$ cat src/design/tmf_pkg.sv
// constants and types shared by the test-mode output forcing block
package tmf_pkg;

    // ********************************************************
    // sizes
    // ********************************************************
    localparam int NUM_OUT = 8;
    localparam int NUM_IN = 8;
    localparam int CODE_W = 3;

    // ********************************************************
    // register byte offsets
    // ********************************************************
    localparam logic [7:0] OFS_CTRL = 8'h00;
    localparam logic [7:0] OFS_OUT_FORCE = 8'h04;
    localparam logic [7:0] OFS_IN_FORCE = 8'h08;
    localparam logic [7:0] OFS_TEST_STAT = 8'h0C;
    localparam logic [7:0] OFS_OUT_STATE = 8'h10;
    localparam logic [7:0] OFS_IN_STATE = 8'h14;
    localparam logic [7:0] OFS_OUT_CODE = 8'h18;

    // ********************************************************
    // control field positions and reset values
    // ********************************************************
    localparam int CTRL_ENABLE_BIT = 0;
    localparam int CTRL_SRC_BIT = 1;
    localparam int CTRL_LATCH_BIT = 2;
    localparam logic [2:0] CTRL_RST = 3'h0;
    localparam logic [15:0] FORCE_RST = 16'h0000;
    localparam int STAT_ACTIVE_BIT = 0;
    localparam int STAT_REQ_BIT = 1;

    // outputs with voltage/current supervision; the rest are changeover types
    localparam logic [NUM_OUT-1:0] SUPERVISED_MASK = 8'h0F;

    // ********************************************************
    // force settings, two bits per contact
    // ********************************************************
    typedef enum logic [1:0] {
        OUT_FOLLOW,
        OUT_ENERGIZE,
        OUT_DEENERGIZE,
        OUT_FREEZE
    } tmf_out_force_e;

    typedef enum logic [1:0] {
        IN_LIVE,
        IN_FORCE_OPEN,
        IN_FORCE_CLOSED,
        IN_LIVE_ALT
    } tmf_in_force_e;

    // ********************************************************
    // reported state codes
    // ********************************************************
    localparam logic [CODE_W-1:0] CODE_OFF = 3'h0;
    localparam logic [CODE_W-1:0] CODE_VOLTAGE_DETECTOR_OFF = 3'h1;
    localparam logic [CODE_W-1:0] CODE_CURRENT_DETECTOR_OFF = 3'h2;
    localparam logic [CODE_W-1:0] CODE_ON = 3'h3;
    localparam logic [CODE_W-1:0] CODE_VOLTAGE_DETECTOR_ON = 3'h4;
    localparam logic [CODE_W-1:0] CODE_CURRENT_DETECTOR_ON = 3'h5;

endpackage

$ cat src/design/tmf_status_code.sv
// encodes each contact output's reported state, with detector qualifiers for supervised outputs only
module tmf_status_code
    import tmf_pkg::*;
(
    // contact state and detectors
    input wire logic [NUM_OUT-1:0] out_state,
    input wire logic [NUM_OUT-1:0] voltage_detect,
    input wire logic [NUM_OUT-1:0] current_detect,
    // encoded state, CODE_W bits per output
    output logic [NUM_OUT*CODE_W-1:0] out_code
);

    // ********************************************************
    // encoding
    // ********************************************************
    // current flow outranks voltage presence: it is the stronger evidence
    function automatic logic [CODE_W-1:0] state_code(
        input logic on,
        input logic sup,
        input logic vdet,
        input logic idet
    );
        logic [CODE_W-1:0] c;
        c = on ? CODE_ON : CODE_OFF;
        if (sup && idet) begin
            c = on ? CODE_CURRENT_DETECTOR_ON : CODE_CURRENT_DETECTOR_OFF;
        end else if (sup && vdet) begin
            c = on ? CODE_VOLTAGE_DETECTOR_ON : CODE_VOLTAGE_DETECTOR_OFF;
        end
        return c;
    endfunction

    always_comb begin
        for (int i = 0; i < NUM_OUT; i++) begin
            out_code[i*CODE_W +: CODE_W] = state_code(out_state[i], SUPERVISED_MASK[i],
                voltage_detect[i], current_detect[i]); // [RL6] [RL7]
        end
    end

endmodule

$ cat src/design/tmf_test_force.sv
// test-mode forcing of contact outputs and inputs, with apb registers
//
// Notes on behaviour
// [RL1] forcing disabled: output closes on operand 1, opens on operand 0.
// [RL2] energize: output closed throughout test mode, operand ignored.
// [RL3] de-energize: output open throughout test mode, operand ignored.
// [RL4] freeze: output holds its pre-test state until test mode ends.
// [RL5] latching initiate: first press starts test, next press ends it.
// [RL6] reported state: On is logic 1, Off is logic 0.
// [RL7] supervised outputs report detector qualifiers; changeover ones only Off/On.
// [RL8] test mode begins only when enabled and initiate is logic 1.
// [RL9] forced inputs report 0 when open, 1 when closed, during test.
// [RL10] after test ends outputs follow their operands on next clock.
module tmf_test_force
    import tmf_pkg::*;
(
    // clock and reset
    input wire logic pclk,
    input wire logic presetn,
    // apb slave
    input wire logic psel,
    input wire logic penable,
    input wire logic pwrite,
    input wire logic [7:0] paddr,
    input wire logic [31:0] pwdata,
    output logic [31:0] prdata,
    output logic pready,
    output logic pslverr,
    // internal control operands and test initiate
    input wire logic [NUM_OUT-1:0] control_operand,
    input wire logic initiate_operand,
    // contact inputs and output detectors
    input wire logic [NUM_IN-1:0] contact_input_raw,
    input wire logic [NUM_OUT-1:0] voltage_detect,
    input wire logic [NUM_OUT-1:0] current_detect,
    // contact drivers and reported states
    output logic [NUM_OUT-1:0] contact_drive,
    output logic [NUM_IN-1:0] input_report,
    output logic test_active
);

    // ********************************************************
    // apb slave and settings registers
    // ********************************************************
    logic [2:0] ctrl;
    logic [15:0] output_force_select;
    logic [15:0] input_force_select;
    logic test_req;
    logic init_prev;
    logic [NUM_OUT-1:0] frozen;
    logic [NUM_OUT*CODE_W-1:0] out_code;
    logic [2:0] next_ctrl;
    logic [15:0] next_out_force;
    logic [15:0] next_in_force;
    logic [31:0] next_prdata;
    logic next_pready;
    logic next_pslverr;
    logic wr_en;

    function automatic logic addr_mapped(input logic [7:0] a);
        return (a == OFS_CTRL) || (a == OFS_OUT_FORCE) || (a == OFS_IN_FORCE) ||
            (a == OFS_TEST_STAT) || (a == OFS_OUT_STATE) || (a == OFS_IN_STATE) ||
            (a == OFS_OUT_CODE);
    endfunction

    // write lands at the access edge only
    assign wr_en = psel && penable && pready && pwrite;

    always_comb begin
        next_ctrl = ctrl;
        next_out_force = output_force_select;
        next_in_force = input_force_select;
        next_prdata = prdata;
        next_pready = 1'b0;
        next_pslverr = 1'b0;
        // setup cycle prepares the answer so every apb output is a flop
        if (psel && !penable) begin
            next_pready = 1'b1;
            next_pslverr = !addr_mapped(paddr);
            next_prdata = 32'h0000_0000;
            case (paddr)
                OFS_CTRL: next_prdata[2:0] = ctrl;
                OFS_OUT_FORCE: next_prdata[15:0] = output_force_select;
                OFS_IN_FORCE: next_prdata[15:0] = input_force_select;
                OFS_TEST_STAT: begin
                    next_prdata[STAT_ACTIVE_BIT] = test_active;
                    next_prdata[STAT_REQ_BIT] = test_req;
                end
                OFS_OUT_STATE: next_prdata[NUM_OUT-1:0] = contact_drive; // [RL6]
                OFS_IN_STATE: next_prdata[NUM_IN-1:0] = input_report;
                OFS_OUT_CODE: next_prdata[NUM_OUT*CODE_W-1:0] = out_code; // [RL7]
                default: next_prdata = 32'h0000_0000;
            endcase
        end
        if (wr_en && !pslverr) begin
            case (paddr)
                OFS_CTRL: next_ctrl = pwdata[2:0];
                OFS_OUT_FORCE: next_out_force = pwdata[15:0];
                OFS_IN_FORCE: next_in_force = pwdata[15:0];
                default: next_ctrl = ctrl;
            endcase
        end
    end

    always_ff @(posedge pclk or negedge presetn) begin
        if (!presetn) begin
            ctrl <= CTRL_RST;
            output_force_select <= FORCE_RST;
            input_force_select <= FORCE_RST;
            prdata <= 32'h0000_0000;
            pready <= 1'b0;
            pslverr <= 1'b0;
        end else begin
            ctrl <= next_ctrl;
            output_force_select <= next_out_force;
            input_force_select <= next_in_force;
            prdata <= next_prdata;
            pready <= next_pready;
            pslverr <= next_pslverr;
        end
    end

    // ********************************************************
    // test request and test mode
    // ********************************************************
    logic next_test_req;
    logic next_init_prev;
    logic next_test;
    logic latch_state;
    logic next_latch_state;

    always_comb begin
        next_init_prev = initiate_operand;
        next_latch_state = latch_state;
        next_test_req = test_req;
        if (!ctrl[CTRL_SRC_BIT]) begin
            // initiate set to a fixed on
            next_test_req = 1'b1;
        end else if (ctrl[CTRL_LATCH_BIT]) begin
            // the toggle keeps its own state: a request left by the fixed or level
            // source must not start a latched test before the first press
            if (initiate_operand && !init_prev) begin
                next_latch_state = !latch_state; // [RL5]
            end
            next_test_req = next_latch_state; // [RL5]
        end else begin
            next_test_req = initiate_operand;
        end
        next_test = ctrl[CTRL_ENABLE_BIT] && next_test_req; // [RL8]
    end

    always_ff @(posedge pclk or negedge presetn) begin
        if (!presetn) begin
            test_req <= 1'b0;
            init_prev <= 1'b0;
            latch_state <= 1'b0;
            test_active <= 1'b0;
        end else begin
            test_req <= next_test_req;
            init_prev <= next_init_prev;
            latch_state <= next_latch_state;
            test_active <= next_test;
        end
    end

    // ********************************************************
    // contact output forcing
    // ********************************************************
    logic [NUM_OUT-1:0] next_drive;
    logic [NUM_OUT-1:0] next_frozen;

    always_comb begin
        next_drive = control_operand; // [RL1] [RL10]
        next_frozen = frozen;
        // capture on entry; the value is the drive from before the test
        if (next_test && !test_active) begin
            next_frozen = contact_drive; // [RL4]
        end
        for (int i = 0; i < NUM_OUT; i++) begin
            if (next_test) begin
                case (tmf_out_force_e'(output_force_select[2*i +: 2]))
                    OUT_FOLLOW: next_drive[i] = control_operand[i]; // [RL1]
                    OUT_ENERGIZE: next_drive[i] = 1'b1; // [RL2]
                    OUT_DEENERGIZE: next_drive[i] = 1'b0; // [RL3]
                    OUT_FREEZE: next_drive[i] = next_frozen[i]; // [RL4]
                    default: next_drive[i] = control_operand[i];
                endcase
            end
        end
    end

    always_ff @(posedge pclk or negedge presetn) begin
        if (!presetn) begin
            contact_drive <= '0;
            frozen <= '0;
        end else begin
            contact_drive <= next_drive;
            frozen <= next_frozen;
        end
    end

    // ********************************************************
    // contact input forcing
    // ********************************************************
    logic [NUM_IN-1:0] next_input_report;

    always_comb begin
        next_input_report = contact_input_raw;
        for (int i = 0; i < NUM_IN; i++) begin
            if (next_test) begin
                case (tmf_in_force_e'(input_force_select[2*i +: 2]))
                    IN_FORCE_OPEN: next_input_report[i] = 1'b0; // [RL9]
                    IN_FORCE_CLOSED: next_input_report[i] = 1'b1; // [RL9]
                    default: next_input_report[i] = contact_input_raw[i];
                endcase
            end
        end
    end

    always_ff @(posedge pclk or negedge presetn) begin
        if (!presetn) begin
            input_report <= '0;
        end else begin
            input_report <= next_input_report;
        end
    end

    // ********************************************************
    // reported state encoding
    // ********************************************************
    tmf_status_code u_status_code (
        .out_state(contact_drive),
        .voltage_detect(voltage_detect),
        .current_detect(current_detect),
        .out_code(out_code)
    );

    // ********************************************************
    // checks
    // ********************************************************
    a_test_entry: assert property ( // [RL8]
        @(posedge pclk) disable iff (!presetn)
        $rose(test_active) |-> $past(ctrl[CTRL_ENABLE_BIT]) && $past(next_test_req))
        else $error("test mode entered without enable and initiate");

    a_test_gate: assert property ( // [RL8]
        @(posedge pclk) disable iff (!presetn)
        test_active |-> $past(ctrl[CTRL_ENABLE_BIT]))
        else $error("test mode active while the function was disabled");

    a_latch_toggle: assert property ( // [RL5]
        @(posedge pclk) disable iff (!presetn)
        (ctrl[CTRL_SRC_BIT] && ctrl[CTRL_LATCH_BIT] && initiate_operand && !init_prev)
        |=> test_req == !$past(latch_state))
        else $error("latched initiate press did not toggle the request");

    a_exit_follow: assert property ( // [RL10]
        @(posedge pclk) disable iff (!presetn)
        $fell(test_active) |-> contact_drive == $past(control_operand))
        else $error("outputs did not follow operands after test end");

    genvar g;
    for (g = 0; g < NUM_OUT; g++) begin : g_out_chk
        a_follow_op: assert property ( // [RL1]
            @(posedge pclk) disable iff (!presetn)
            (output_force_select[2*g +: 2] == OUT_FOLLOW)
            |=> contact_drive[g] == $past(control_operand[g]))
            else $error("unforced output did not track its operand");

        a_energize_hold: assert property ( // [RL2]
            @(posedge pclk) disable iff (!presetn)
            (next_test && output_force_select[2*g +: 2] == OUT_ENERGIZE)
            |=> contact_drive[g])
            else $error("energized output not closed during test");

        a_deenergize_hold: assert property ( // [RL3]
            @(posedge pclk) disable iff (!presetn)
            (next_test && output_force_select[2*g +: 2] == OUT_DEENERGIZE)
            |=> !contact_drive[g])
            else $error("de-energized output not open during test");

        a_freeze_hold: assert property ( // [RL4]
            @(posedge pclk) disable iff (!presetn)
            (next_test && output_force_select[2*g +: 2] == OUT_FREEZE
                && $stable(output_force_select))
            |=> contact_drive[g] == $past(contact_drive[g]))
            else $error("frozen output changed during test");

        a_code_onoff: assert property ( // [RL6] [RL7]
            @(posedge pclk) disable iff (!presetn)
            contact_drive[g] == (out_code[g*CODE_W +: CODE_W] >= CODE_ON)
            && (SUPERVISED_MASK[g] || out_code[g*CODE_W +: CODE_W] == CODE_ON
                || out_code[g*CODE_W +: CODE_W] == CODE_OFF))
            else $error("reported output code disagrees with contact state");
    end

    for (g = 0; g < NUM_IN; g++) begin : g_in_chk
        a_input_forced: assert property ( // [RL9]
            @(posedge pclk) disable iff (!presetn)
            (next_test && input_force_select[2*g +: 2] == IN_FORCE_OPEN)
            |=> !input_report[g])
            else $error("forced-open input did not report 0");

        a_input_closed: assert property ( // [RL9]
            @(posedge pclk) disable iff (!presetn)
            (next_test && input_force_select[2*g +: 2] == IN_FORCE_CLOSED)
            |=> input_report[g])
            else $error("forced-closed input did not report 1");
    end

endmodule

$ cat config.mk
export PLATFORM = sky130hd
export DESIGN_NAME = tmf_test_force
export DESIGN_NICKNAME = d
export VERILOG_FILES = /design/src/design/tmf_pkg.sv /design/src/design/tmf_status_code.sv /design/src/design/tmf_test_force.sv
export SDC_FILE = /design/constraint.sdc
export NUM_CORES = 1
export LEC_CHECK = 0
export CAP_MARGIN = 20
export CORE_ASPECT_RATIO = 0.6
export CORE_MARGIN = 2
export CORE_UTILIZATION = 45
export CTS_CLUSTER_DIAMETER = 30
export CTS_CLUSTER_SIZE = 10
export DETAILED_ROUTE_END_ITERATION = 16
export DONT_BUFFER_PORTS = 1
export GPL_TIMING_DRIVEN = 0
export PLACE_DENSITY = 0.58
export RECOVER_POWER = 50
export SLEW_MARGIN = 10
export SYNTH_ARGS = -nofsm -noshare
export SYNTH_HDL_FRONTEND = slang
export SYNTH_HIERARCHICAL = 1
export SYNTH_SLANG_ARGS = --single-unit
$ cat constraint.sdc
create_clock -name pclk -period 2.1 [get_ports pclk]
set_input_delay 0.21 -clock pclk [delete_from_list [all_inputs] [get_ports pclk]]
set_output_delay 0.21 -clock pclk [all_outputs]
set_load 0.02 [all_outputs]
==> summary.txt <==
Outcome: complete, but fails checks
Failing checks: hold timing
Syn Area/Cell: 11.7 um2
Slew Limit Fails: 0
Post-Layout Cell Count: 586
Post-route DRC: 0
Largest net degree at the start of global routing: 90
Initial antenna violation count: 0
Fin area: 0.00542 mm2
Setup TNS: 0 ns
Area leader, netlist: dfrtp_1
Initial core utilization: 0.458
Crit path kind: reg2reg
Top cells by area, synth: dfrtp_1 46%, mux2_2 8.9%, mux2_4 7.5%
Worst reg2reg endpoint: contact_drive[7]
Num rows: 29
Clock Skew: 0.00649 ns
Yosys cell types: 49
Grt total ovfl: 0
DP Worst Slack: -0.00565 ns
Hold Path Class: in2async
Sequential share of the synthesized area: 0.463
I/O pin cnt: 129
Vias/cell: 5.58
Ys Warns: 6
Antenna-violating nets left: 0
GRT Overall Usage: 0.232
Crit share post-route: 0.939
EDFF count, synth: 0
First-pass GRT wire length: 19,500 um
Layout area overhead: 12.7%
GP Congestion: 0.807
Async S/R FF share, synth: 1.00
Element type at the critical path end: register
Cts bufs inserted: 9
Share of power burned in registers: 0.494
Cell Area, Synth: 0.00481 mm2
Critical Path AT: 2.26 ns
Postcts setup bufs: 0
Peak Freq: 507 MHz
Clock share of power: 0.445
Unrepaired setup endpoints after global routing: false
PortBufs: 0
Detail Placement HPWL: 9310 um
CTS tree: built
Vias in the first global route: 3,290
Clock latency on the worst-skew pair: 0.34 ns
Antenna cell count: 0
Nets: 536
CTS root buf: clkbuf_16
R2r setup slk: 0.13 ns
Die X: 137 um
Routed WL: 12,800 um
Worst setup path start: latch_state
Initial DRC Count: 227
Sw frac: 0.230
Initial DRT Pass Iterations: 6
# fillers: 916
H-tree levels: 3
WP data required: 2.38 ns
Clock buffer depth: 2
Area post-placement: 0.00502 mm2
Crit path max fanout: 9
Comb pwr share: 0.061
Layout Utilization: 0.517
Die Y: 84.1 um
Endpoints failing setup: 0
Gate Count Post-Synth: 412
Post-synth top area share: 0.463
Ys flop type: dfrtp_1
Final Hold Fails: 89
Clock-pin slew on the worst setup and hold paths: 0.06 ns
Most frequent cells in the layout: 89 x dfrtp_1, 44 x nand2_1, 38 x mux2_2
Power Dens Cells: 676 mW/mm2
Slew headroom: 0.392
Hold WS: -0.438 ns
Core Region: 0.0105 mm2
Leak: 2.59 nW
Clock Sinks: 89
Worst R2R Path Depth: 5
Max Cap Violations: 0
Die area: 0.0116 mm2
Total power: 3.66 mW
PnR worst setup slack: 0.128 ns
Net switching power: 0.844 mW
Worst VDD drop: 0.405 mV
Wire per inst: 21.8 um
Synthesized flop and latch total: 89
Most common cell after layout, fill and taps aside: dfrtp_1
Share of cells above drive strength 1: 0.266
Crit Reg-Reg Startpoint: latch_state
Vias: 3,268
Internal power: 2.82 mW
Tmin final: 1.97 ns
Worst slew pin tran: 0.910 ns
CP Launch Type: register
Dpl cells: 561
[layout make-up]
cell class | instances | area [um2] | area share
Multi-Input combinational cell | 271 | 2270 | 0.420
Sequential cell | 89 | 2230 | 0.411
Buffer | 42 | 280 | 0.0517
Clock buffer | 12 | 246 | 0.0455
Tap cell | 139 | 174 | 0.0321
Timing Repair Buffer | 9 | 90.1 | 0.0166
Inverter | 20 | 75.1 | 0.0139
Clock inverter | 4 | 51.3 | 0.00947
[worst max path at each step]
stage                                          to  cells after the start  slack [ns]
after floorplan                         frozen[0]                      5        0.44
after global placement    output_force_select[11]                      5       0.006
after detailed placement   output_force_select[9]                      5      -0.006
after CTS                               frozen[2]                      5        0.08
after global routing             contact_drive[3]                      5        0.06
final                            contact_drive[7]                      5        0.13
[flip-flops by register name (all words and copies together) (netlist names)]
name and cells:
prdata 24, input_force_select 16, output_force_select 16, contact_drive 8
frozen 8, input_report 8, ctrl 3, init_prev 1
latch_state 1, pready 1, pslverr 1, test_active 1
test_req 1
[synthesized netlist by cell type, types with 6 or more instances]
master and number:
a22oi_1 11, inv_1 20, nand2_1 44, a221oi_1 6, a22o_1 10, mux2i_1 12, mux2_2 38, a31oi_1 9
buf_4 22, nand3b_1 8, nand3_1 15, ha_1 16, mux2_4 24, o21ai_0 15, dfrtp_1 89, clkbuf_1 10
[power groups by stage]
stage | Combinational (mW) | Sequential [mW] | Clock, mW
after global routing | 0.244 | 1.81 | 1.73
final | 0.222 | 1.81 | 1.63
after global placement | 0.201 | 1.84 | 0
after CTS | 0.211 | 1.81 | 1.66
after detailed placement | 0.205 | 1.84 | 0
after floorplan | 0.171 | 1.83 | 0
[critical path, cell delays in order (launching register included)]
cell and delay [ns]:
dfrtp_1 0.40, or3b_1 0.36, o2111ai_1 0.18, and2_1 0.18
clkbuf_1 0.51, o221a_2 0.29
[timing repair]
item                                    4_1_cts  5_1_grt
endpoints found under the hold margin        92       96
gates resized for setup                       1        3
endpoints found under the setup margin        8        2
hold buffers                                  3        6
[metal layers]
layer  part of all wire  track usage  vias to the layer above
met5                  0            0                        -
met4             0.0084       0.0562                        0
met3               0.11        0.102                       10
met2               0.41        0.323                      116
met1               0.46        0.330                     1626
li1                   -            -                     1516
[logic make-up (layout without fill, tap and decap cells)]
group,after synthesis,count (layout),share of synthesized area
other,2,12,0.00156
multiplexers,78,78,0.203
buffers and inverters,62,87,0.0731
AND/OR/NAND/NOR,90,90,0.106
adder cells (fa/ha/maj),16,16,0.0416
XOR/XNOR,1,1,0.00182
flip-flops,89,89,0.463
AO/OA/AOI/OAI,74,74,0.109
(Power assumes the default switching activity.)
